`config.mk`:
```
export PLATFORM = sky130hd
export DESIGN_NAME = cwt_timer
export DESIGN_NICKNAME = d
export VERILOG_FILES = /design/src/core/cwt_pkg.sv /design/src/core/cwt_timer.sv
export SDC_FILE = /design/constraint.sdc
export NUM_CORES = 1
export LEC_CHECK = 0
export ABC_CLOCK_PERIOD_IN_PS = 1700
export CAP_MARGIN = 10
export CORE_MARGIN = 2
export CORE_UTILIZATION = 40
export CTS_CLUSTER_DIAMETER = 80
export CTS_CLUSTER_SIZE = 8
export DETAILED_ROUTE_END_ITERATION = 12
export DONT_BUFFER_PORTS = 1
export PLACE_DENSITY = 0.58
export SLEW_MARGIN = 20
export SYNTH_ARGS = -nofsm -noshare
export SYNTH_HDL_FRONTEND = slang
export SYNTH_SLANG_ARGS = --single-unit
```
`constraint.sdc`:
```
create_clock -name i_mclk -period 1.7 [get_ports i_mclk]
set_clock_uncertainty 0.2 [all_clocks]
set_input_delay 0.255 -clock i_mclk [delete_from_list [all_inputs] [get_ports i_mclk]]
set_output_delay 0.255 -clock i_mclk [all_outputs]
set_load 0.01 [all_outputs]
```
`src/core/cwt_pkg.sv`:
```
// package of timing constants for the card cycle wait timer
`default_nettype none
package cwt_pkg;
	localparam int CWT_CNT_W = 5;
	localparam int CWT_CLK_NS = 100;
	// ------------------------------------------------------------
	// clock counts for timing select 01
	// ------------------------------------------------------------
	localparam logic [1:0] CWT_TS_REF = 2'h1;
	localparam logic [4:0] CWT_SU_IO = 5'h3;
	localparam logic [4:0] CWT_SU_MEM_LO = 5'h2;
	localparam logic [4:0] CWT_SU_MEM_HI = 5'h4;
	localparam logic [4:0] CWT_ACT8_NOWAIT = 5'h13;
	localparam logic [4:0] CWT_ACT8_WAIT = 5'h17;
	localparam logic [4:0] CWT_ACT8_ZERO = 5'h7;
	localparam logic [4:0] CWT_ACT16_IO = 5'h7;
	localparam logic [4:0] CWT_ACT16_IO_WAIT = 5'hb;
	localparam logic [4:0] CWT_ACT16_MEM0 = 5'h9;
	localparam logic [4:0] CWT_ACT16_MEM1 = 5'hd;
	localparam logic [4:0] CWT_ACT16_MEM2 = 5'h11;
	localparam logic [4:0] CWT_ACT16_MEM3 = 5'h17;
	localparam logic [4:0] CWT_ACT16_ZERO = 5'h5;
	localparam logic [4:0] CWT_HOLD_IO = 5'h2;
	localparam logic [4:0] CWT_HOLD_MEM_LO = 5'h2;
	localparam logic [4:0] CWT_HOLD_MEM_HI = 5'h3;
	localparam logic [4:0] CWT_MEM_SU_EXTRA = 5'h2;
	localparam logic [4:0] CWT_MEM_HOLD_EXTRA = 5'h1;
	// default counts for other timing selects
	localparam logic [4:0] CWT_ALT_SU = 5'h4;
	localparam logic [4:0] CWT_ALT_ACT = 5'h17;
	localparam logic [4:0] CWT_ALT_HOLD = 5'h3;
	typedef enum logic [1:0] {CWT_IDLE, CWT_SETUP, CWT_ACTIVE, CWT_HOLD} cwt_state_e;
endpackage : cwt_pkg
`default_nettype wire

```
`src/core/cwt_timer.sv`:
```
// card cycle wait timer: address setup, strobe width and address hold
`default_nettype none
module cwt_timer #(
	parameter logic [4:0] P_ALT_SU = cwt_pkg::CWT_ALT_SU,
	parameter logic [4:0] P_ALT_ACT = cwt_pkg::CWT_ALT_ACT,
	parameter logic [4:0] P_ALT_HOLD = cwt_pkg::CWT_ALT_HOLD
) (
	input wire logic i_mclk,
	input wire logic i_reset_n,
	input wire logic i_start,
	input wire logic i_is_mem,
	input wire logic i_is_16bit,
	input wire logic [1:0] i_wait_state_code,
	input wire logic i_zero_wait_request,
	input wire logic [1:0] i_timing_select_field,
	input wire logic i_card_wait_n,
	output logic o_busy,
	output logic o_addr_valid,
	output logic o_strobe_n,
	output logic o_done
);
	import cwt_pkg::*;

	// ------------------------------------------------------------
	// interval selection
	// ------------------------------------------------------------
	function automatic logic [4:0] sel_setup(input logic mem, input logic [1:0] ws,
		input logic [1:0] ts);
		if (ts != CWT_TS_REF) return P_ALT_SU;
		if (!mem) return CWT_SU_IO;
		return (ws[1] ? CWT_SU_MEM_HI : CWT_SU_MEM_LO) + CWT_MEM_SU_EXTRA;
	endfunction : sel_setup

	function automatic logic [4:0] sel_act(input logic mem, input logic w16,
		input logic [1:0] ws, input logic zw, input logic [1:0] ts);
		if (ts != CWT_TS_REF) return P_ALT_ACT;
		if (!w16) begin
			if (ws != 2'h0) return CWT_ACT8_WAIT;
			return zw ? CWT_ACT8_ZERO : CWT_ACT8_NOWAIT;
		end
		if (!mem) return ws[0] ? CWT_ACT16_IO_WAIT : CWT_ACT16_IO;
		case (ws)
			2'h0: return zw ? CWT_ACT16_ZERO : CWT_ACT16_MEM0;
			2'h1: return CWT_ACT16_MEM1;
			2'h2: return CWT_ACT16_MEM2;
			default: return CWT_ACT16_MEM3;
		endcase
	endfunction : sel_act

	function automatic logic [4:0] sel_hold(input logic mem, input logic [1:0] ws,
		input logic [1:0] ts);
		if (ts != CWT_TS_REF) return P_ALT_HOLD;
		if (!mem) return CWT_HOLD_IO;
		return (ws[1] ? CWT_HOLD_MEM_HI : CWT_HOLD_MEM_LO) + CWT_MEM_HOLD_EXTRA;
	endfunction : sel_hold

	// ------------------------------------------------------------
	// cycle sequencer
	// ------------------------------------------------------------
	cwt_state_e state_q, state_d;
	logic [CWT_CNT_W-1:0] cnt_q, cnt_d;
	logic [4:0] act_q, act_d;
	logic [4:0] hold_q, hold_d;
	logic busy_d, addr_d, strobe_n_d, done_d;

	always_comb begin
		state_d = state_q;
		cnt_d = cnt_q;
		act_d = act_q;
		hold_d = hold_q;
		done_d = 1'b0;
		case (state_q)
			CWT_IDLE: begin
				if (i_start) begin
					// settings captured once per card cycle
					cnt_d = sel_setup(i_is_mem, i_wait_state_code, i_timing_select_field);
					act_d = sel_act(i_is_mem, i_is_16bit, i_wait_state_code,
						i_zero_wait_request, i_timing_select_field);
					hold_d = sel_hold(i_is_mem, i_wait_state_code, i_timing_select_field);
					state_d = CWT_SETUP;
				end
			end
			CWT_SETUP: begin
				if (cnt_q == 5'h1) begin
					cnt_d = act_q;
					state_d = CWT_ACTIVE;
				end else begin
					cnt_d = cnt_q - 5'h1;
				end
			end
			CWT_ACTIVE: begin
				if (cnt_q != 5'h1) begin
					cnt_d = cnt_q - 5'h1;
				end else if (i_card_wait_n) begin
					cnt_d = hold_q;
					state_d = CWT_HOLD;
				end
			end
			CWT_HOLD: begin
				if (cnt_q == 5'h1) begin
					state_d = CWT_IDLE;
					done_d = 1'b1;
				end else begin
					cnt_d = cnt_q - 5'h1;
				end
			end
			default: state_d = CWT_IDLE;
		endcase
		busy_d = (state_d != CWT_IDLE);
		addr_d = busy_d;
		strobe_n_d = (state_d != CWT_ACTIVE);
	end

	always_ff @(posedge i_mclk) begin
		if (!i_reset_n) begin
			state_q <= CWT_IDLE;
			cnt_q <= '0;
			act_q <= '0;
			hold_q <= '0;
			o_busy <= 1'b0;
			o_addr_valid <= 1'b0;
			o_strobe_n <= 1'b1;
			o_done <= 1'b0;
		end else begin
			state_q <= state_d;
			cnt_q <= cnt_d;
			act_q <= act_d;
			hold_q <= hold_d;
			o_busy <= busy_d;
			o_addr_valid <= addr_d;
			o_strobe_n <= strobe_n_d;
			o_done <= done_d;
		end
	end

	// ------------------------------------------------------------
	// cycle monitor for the checks
	// ------------------------------------------------------------
	logic mon_mem_q, mon_mem_d;
	logic mon_w16_q, mon_w16_d;
	logic mon_ws1_q, mon_ws1_d;
	logic mon_ref_q, mon_ref_d;
	logic [4:0] mon_low_q, mon_low_d;

	always_comb begin
		mon_mem_d = mon_mem_q;
		mon_w16_d = mon_w16_q;
		mon_ws1_d = mon_ws1_q;
		mon_ref_d = mon_ref_q;
		if (state_q == CWT_IDLE && i_start) begin
			mon_mem_d = i_is_mem;
			mon_w16_d = i_is_16bit;
			mon_ws1_d = i_wait_state_code[1];
			mon_ref_d = (i_timing_select_field == CWT_TS_REF);
		end
		// strobe low length, saturating so a long card wait cannot wrap it
		if (o_strobe_n) begin
			mon_low_d = '0;
		end else if (mon_low_q != '1) begin
			mon_low_d = mon_low_q + 5'h1;
		end else begin
			mon_low_d = mon_low_q;
		end
	end

	always_ff @(posedge i_mclk) begin
		if (!i_reset_n) begin
			mon_mem_q <= 1'b0;
			mon_w16_q <= 1'b0;
			mon_ws1_q <= 1'b0;
			mon_ref_q <= 1'b0;
			mon_low_q <= '0;
		end else begin
			mon_mem_q <= mon_mem_d;
			mon_w16_q <= mon_w16_d;
			mon_ws1_q <= mon_ws1_d;
			mon_ref_q <= mon_ref_d;
			mon_low_q <= mon_low_d;
		end
	end
endmodule : cwt_timer
`default_nettype wire

```
==> results of run 1 <==
## Yosys cell counts (2+ instances only)
cell type | count | area (um2)
buf_2 | 2 | 10.0
nor2_1 | 6 | 22.5
nor3_1 | 2 | 10.0
nor2b_1 | 2 | 12.5
nand3b_1 | 2 | 15.0
inv_1 | 7 | 26.3
dfxtp_1 | 18 | 360
nand3_1 | 5 | 25.0
o32ai_1 | 2 | 17.5
a31oi_1 | 5 | 31.3
clkbuf_1 | 3 | 11.3
o221a_1 | 2 | 22.5
nand4_1 | 2 | 12.5
ha_1 | 2 | 25.0
a21boi_1 | 2 | 15.0
nor3b_1 | 3 | 22.5
nand2b_1 | 3 | 18.8
nand2_1 | 9 | 33.8
o21ai_0 | 5 | 25.0
or3_1 | 2 | 12.5
o21ai_1 | 6 | 30.0
xor2_1 | 3 | 26.3
a21oi_1 | 6 | 30.0
o22ai_1 | 2 | 12.5
## power groups by stage
stage	Combinational [W]	Clock, W	Sequential (W)
floorplan	0.000178	0	0.000497
global placement	0.000245	0	0.000502
detailed placement	0.000250	0	0.000505
finish	0.000276	0.000261	0.000496
CTS	0.000273	0.000270	0.000496
global route	0.000308	0.000290	0.000502
## cells in the final DEF (no fill, tap or decap), types with 2 or more instances in the layout
cell type,netlist,routed
nand3_1,5,5
nor3b_1,3,3
a31oi_1,5,5
dfxtp_1,18,16
clkbuf_4,0,3
nand4_1,2,2
or3_1,2,2
buf_4,1,15
dlygate4sd3_1,0,6
o22ai_1,2,2
nor3_1,2,2
o32ai_1,2,2
nand3b_1,2,2
o21ai_1,6,5
nand2_1,9,9
a21boi_1,2,2
nor2_1,6,6
dfxtp_2,0,2
xor2_1,3,3
o21ai_0,5,5
nor2b_1,2,2
o221a_1,2,2
nand2b_1,3,3
a21oi_1,6,6
inv_1,7,6
## stage by stage
step | instances | power (W) | setup TNS [ns] | cell area [um2]
2_1_floorplan | 121 | 0.000675 | -0.169 | 1020
3_3_place_gp | 157 | 0.000747 | -0.415 | 1120
3_5_place_dp | 157 | 0.000755 | -0.628 | 1120
4_1_cts | 168 | 0.00104 | -0.608 | 1230
5_1_grt | 169 | 0.00110 | -1.15 | 1240
6_report | 169 | 0.00103 | -0.634 | 1240
## layer usage
metal,GRT usage (%),routed length (um),vias to the layer above
li1,-,-,486
met1,25.5,1210,451
met2,30.9,1170,8
met3,4.17,49,2
met4,7.50,10,0
met5,0,0,-
## kinds of logic (layout without fill, tap and decap cells)
group,after synthesis,count (layout)
flops,18,18
fa+ha+maj,2,2
buf+inv,15,33
xor+xnor,4,4
simple gates,41,41
compound gates,41,41
## repair_timing
| item | 4_1_cts | 5_1_grt |
|---|---|---|
| pin swaps | 4 | 2 |
| buffers inserted | 1 | 1 |
| hold endpoints to repair | 13 | 0 |
| endpoints found under the setup margin | 7 | 11 |
| resized for setup | 2 | 1 |
| hold buffers | 6 | 0 |
## sequential cells by signal, summed over array words and instances (netlist names)
| signal | flops |
|---|---|
| act_q | 5 |
| cnt_q | 5 |
| hold_q | 3 |
| state_q | 2 |
| o_addr_valid | 1 |
| o_done | 1 |
| o_strobe_n | 1 |
## final cells by class
class                   instances  area [um2]
clock buffers                   4        36.3
inverters                       8        30.0
well taps                      30        37.5
multi-input cells              88         598
repair buffers                 21         173
flip-flops and latches         18         363
fillers                       240        1190
## final timing paths
kind | slack [ns] | end | cells after the start | from
setup / recovery | -0.17 | cnt_q[2] | 6 | cnt_q[1]
hold / removal | 0.008 | act_q[4] | 2 | i_wait_state_code[1]
setup reg to reg | -0.17 | cnt_q[2] | 6 | cnt_q[1]
hold reg to reg | 0.28 | act_q[3] | 2 | act_q[3]
==> flow_summary.json, run 1 <==
{
  "outcome": "finished, violations left",
  "violations": "setup timing",
  "clk_pin_slew_ns": 0.10,
  "synth_flop_cell": "dfxtp_1",
  "worst_skew_pair.late_latency_ns": 0.29,
  "vias": 947,
  "rsz0062_at_grt": "yes",
  "synth_xor_area_share_pct": 3.49,
  "cp_max_fo": 5,
  "synthSimpleGateAreaFrac_pct": 23.4,
  "slew_viol_final": 0,
  "layout-drive-gt1-share_pct": 20.1,
  "antenna_found_initial": 0,
  "dr.pass1.iters": 4,
  "syn_area_per_cell_um2": 8.30,
  "hold_viol_final": 0,
  "cp-end-kind": "flip-flop",
  "coreArea_mm2": 0.00243,
  "fin_crit_ns": 1.87,
  "tritoncts": "built",
  "synth-seq-cells": 18,
  "synth_cells": 121,
  "slowest_delay_ns": 0.50,
  "num_rows": 18,
  "worstMarginPinSlew_ns": 0.391,
  "crit_path_top_delay_cell": "or4b_4",
  "ys_seq_area_share_pct": 35.9,
  "min_path_type": "primary input to flip-flop",
  "critPathArrivalTime_ns": 1.84,
  "async_flop_share_pct": 0,
  "p_int_w": 0.000731,
  "syn-num-nets": 134,
  "drt_iter0_drc": 22,
  "clkPwrFrac_pct": 25.2,
  "final_util_pct": 50.9,
  "switching_power_w": 0.000303,
  "viasPerCell": 5.60,
  "synthAdderAreaFrac_pct": 2.49,
  "wl_um": 2450,
  "ios": 15,
  "dp_slack_ns": -0.161,
  "path_buf_inv": 1,
  "synth_edf_count": 0,
  "setup_ws_ns": -0.166,
  "p_seq_share_pct": 48.0,
  "die_w_um": 54.1,
  "cts_sinks": 18,
  "crit_chain": "inv_2 > ha_4 > or4b_4 > or3_1 > o221ai_1 > a31oi_1",
  "yosys-mux-area-fraction_pct": 0,
  "yosys_warnings": 0,
  "drc": 0,
  "max_freq_mhz": 536,
  "power_density_mw_per_mm2": 835,
  "clockBufferDepth": 2,
  "p_leak_nw": 0.481,
  "synth_compound_area_share_pct": 28.4,
  "finalCritPeriodShare_pct": 110,
  "port_buffers": 0,
  "die_h_um": 54.1,
  "grt_overflow": 0,
  "track_usage_pct": 19.4,
  "switching_share_pct": 29.3,
  "cts_root_buf": "clkbuf_4",
  "start_util_pct": 41.3,
  "cp_top_family": "simple AND/OR/NAND/NOR gates",
  "ir_drop_mv": 0.609,
  "setup_violations": 7,
  "grt_first_pass_wirelength_um": 3960,
  "place_hpwl_um": 1810,
  "fin_hold_ws_ns": 0.00774,
  "syn_area_mm2": 0.00100,
  "comb_power_share_pct": 26.7,
  "synth_top_family_by_area": "compound AO/OA/AOI/OAI gates",
  "cts_made_buffers": 3,
  "crit_type": "flip-flop to flip-flop",
  "diodes": 0,
  "htree_num_levels": 1,
  "cap_violations": 0,
  "synth_cell_types": 44,
  "syn_to_final_growth_pct": 23.2,
  "grt_max_degree": 13,
  "wl_per_cell_um": 14.5,
  "grt_pass1_vias": 891,
  "worstPathRequired_ns": 1.67,
  "start_kind": "flip-flop",
  "die_area_mm2": 0.00293,
  "nNetsFinal": 153,
  "gp_congestion": 0.793,
  "maxSlewHeadroom_pct": 73.9,
  "ant_nets": 0
}
Power figures use the tool's default switching activity.
==> run 2, diff against run 1 <==
--- a/config.mk
+++ b/config.mk
@@ -13,7 +13,8 @@
 export CTS_CLUSTER_SIZE = 8
 export DETAILED_ROUTE_END_ITERATION = 12
 export DONT_BUFFER_PORTS = 1
-export PLACE_DENSITY = 0.58
+export PLACE_DENSITY = 0.54
+export RECOVER_POWER = 25
 export SLEW_MARGIN = 20
 export SYNTH_ARGS = -nofsm -noshare
 export SYNTH_HDL_FRONTEND = slang
==> run 2 against run 1 <==
Effect of this change: the flow still finishes with violations (setup timing); wire length is 3.3% higher; setup slack improved by 0.0038 ns; critical path depth unchanged; die area is the same; worst hold slack improved by 0.0037 ns; critical path type unchanged; largest cell class unchanged.
==> flow_summary.json, run 2 (synthesis results as in run 1) <==
{
  "grt_max_degree": 13,
  "num_rows": 18,
  "p_leak_nw": 0.504,
  "power_density_mw_per_mm2": 827,
  "critPathArrivalTime_ns": 1.85,
  "port_buffers": 0,
  "setup_violations": 8,
  "cp_max_fo": 5,
  "cp-end-kind": "flip-flop",
  "maxSlewHeadroom_pct": 75.1,
  "placed_area_mm2": 0.00114,
  "hold_viol_final": 0,
  "worstMarginPinSlew_ns": 0.372,
  "crit_chain": "inv_2 > ha_4 > or4b_4 > or3_1 > o221ai_1 > a31oi_1",
  "drc": 0,
  "syn_to_final_growth_pct": 30.0,
  "antenna_found_initial": 0,
  "ant_nets": 0,
  "setup_ws_ns": -0.162,
  "htree_num_levels": 1,
  "cp_top_family": "simple AND/OR/NAND/NOR gates",
  "outcome": "finished, violations left",
  "switching_share_pct": 30.6,
  "p_seq_share_pct": 46.0,
  "gp_congestion": 0.772,
  "track_usage_pct": 21.2,
  "finalCritPeriodShare_pct": 110,
  "start_kind": "flip-flop",
  "layout-drive-gt1-share_pct": 26.8,
  "p_int_w": 0.000751,
  "rsz0062_at_grt": "yes",
  "final_area_mm2": 0.00131,
  "cap_violations": 0,
  "violations": "setup timing",
  "fin_crit_ns": 1.86,
  "tritoncts": "built",
  "grt_overflow": 0,
  "clkPwrFrac_pct": 25.0,
  "diodes": 0,
  "cts_sinks": 18,
  "switching_power_w": 0.000330,
  "worstPathRequired_ns": 1.68,
  "mostFrequentLayoutCells": "18 x buf_4, 16 x dfxtp_1, 8 x nand2_1",
  "final_common_cell": "buf_4",
  "grt_first_pass_wirelength_um": 4440,
  "crit_type": "flip-flop to flip-flop",
  "coreArea_mm2": 0.00243,
  "slowest_delay_ns": 0.50,
  "comb_power_share_pct": 29.0,
  "die_area_mm2": 0.00293,
  "wl_per_cell_um": 14.7,
  "die_h_um": 54.1,
  "ios": 15,
  "top_regs": "act_q: 5 flops, cnt_q: 5 flops, hold_q: 3 flops",
  "cts_made_buffers": 3,
  "cts_root_buf": "clkbuf_4",
  "die_w_um": 54.1,
  "crit_path_top_delay_cell": "or4b_4",
  "slew_viol_final": 0,
  "path_buf_inv": 1,
  "clk_pin_slew_ns": 0.11,
  "start_util_pct": 41.3,
  "dr.pass1.iters": 4,
  "max_freq_mhz": 537,
  "grt_pass1_vias": 993,
  "dp_slack_ns": -0.155,
  "vias": 955,
  "place_hpwl_um": 1830,
  "fillerInstances": 235,
  "wl_um": 2530,
  "nNetsFinal": 156,
  "setup_tns_ns": -0.733,
  "clockBufferDepth": 2,
  "drt_iter0_drc": 11,
  "worst_skew_pair.late_latency_ns": 0.30,
  "min_path_type": "primary input to flip-flop",
  "viasPerCell": 5.55,
  "ir_drop_mv": 0.623
}
-- run 2: cell count changes in the layout (fill, tap and decap cells not counted), sizes merged --
| cell | delta |
|---|---|
| buf | +3 |
-- run 2: routing by layer --
metal	part of all wire (%)	vias up	routed length, um	GRT usage [%]
met2	49	19	1240	34.8
met5	0	-	0	0
met4	1.2	0	31	5.83
met3	4.4	4	112	6.94
met1	45	444	1150	26.4
li1	-	488	-	-
-- run 2: layout make-up --
cell class	instances	area [um2]	area share, %
clock buffers	4	36.3	2.78
inverters	8	30.0	2.30
multi-input cells	88	644	49.3
flip-flops and latches	18	363	27.8
well taps	30	37.5	2.87
repair buffers	24	195	14.9
-- run 2: timing repair --
item / CTS / global route
pin swaps: 8 / 3
endpoints found under the hold margin: 13 / 0
setup endpoints to repair: 8 / 10
resized for setup: 8 / 4
buffers inserted: 2 / 0
hold buffers: 6 / 0
-- run 2: metrics by stage --
stage               util, %  hold WS [ns]  total power (W)  instances
floorplan                 -         0.157         0.000675        121
global placement       47.0         0.121         0.000759        160
detailed placement     47.0         0.123         0.000768        160
CTS                    53.0       0.00488          0.00108        172
global route           53.7       0.00673          0.00115        172
finish                 53.7        0.0115          0.00108        172
-- run 2: worst register-to-register path, cell delays in order, from the launching register on --
cell,delay [ns]
dfxtp_2,0.34
inv_2,0.07
ha_4,0.13
or4b_4,0.50
or3_1,0.33
o221ai_1,0.08
a31oi_1,0.10
-- run 2: power groups by stage --
stage / clock, W / sequential (W) / combinational [W]
floorplan: 0 / 0.000497 / 0.000178
global placement: 0 / 0.000501 / 0.000258
detailed placement: 0 / 0.000501 / 0.000267
CTS: 0.000278 / 0.000496 / 0.000305
global route: 0.000300 / 0.000504 / 0.000347
finish: 0.000270 / 0.000497 / 0.000313
-- run 2: path summary, 6_finish.rpt --
path              cells after the start  startpoint        end  slack [ns]
setup / recovery                      6    cnt_q[1]   cnt_q[2]       -0.16
hold / removal                        2     i_start   cnt_q[4]        0.01
setup reg to reg                      6    cnt_q[1]   cnt_q[2]       -0.16
hold reg to reg                       2   hold_q[2]  hold_q[2]        0.27
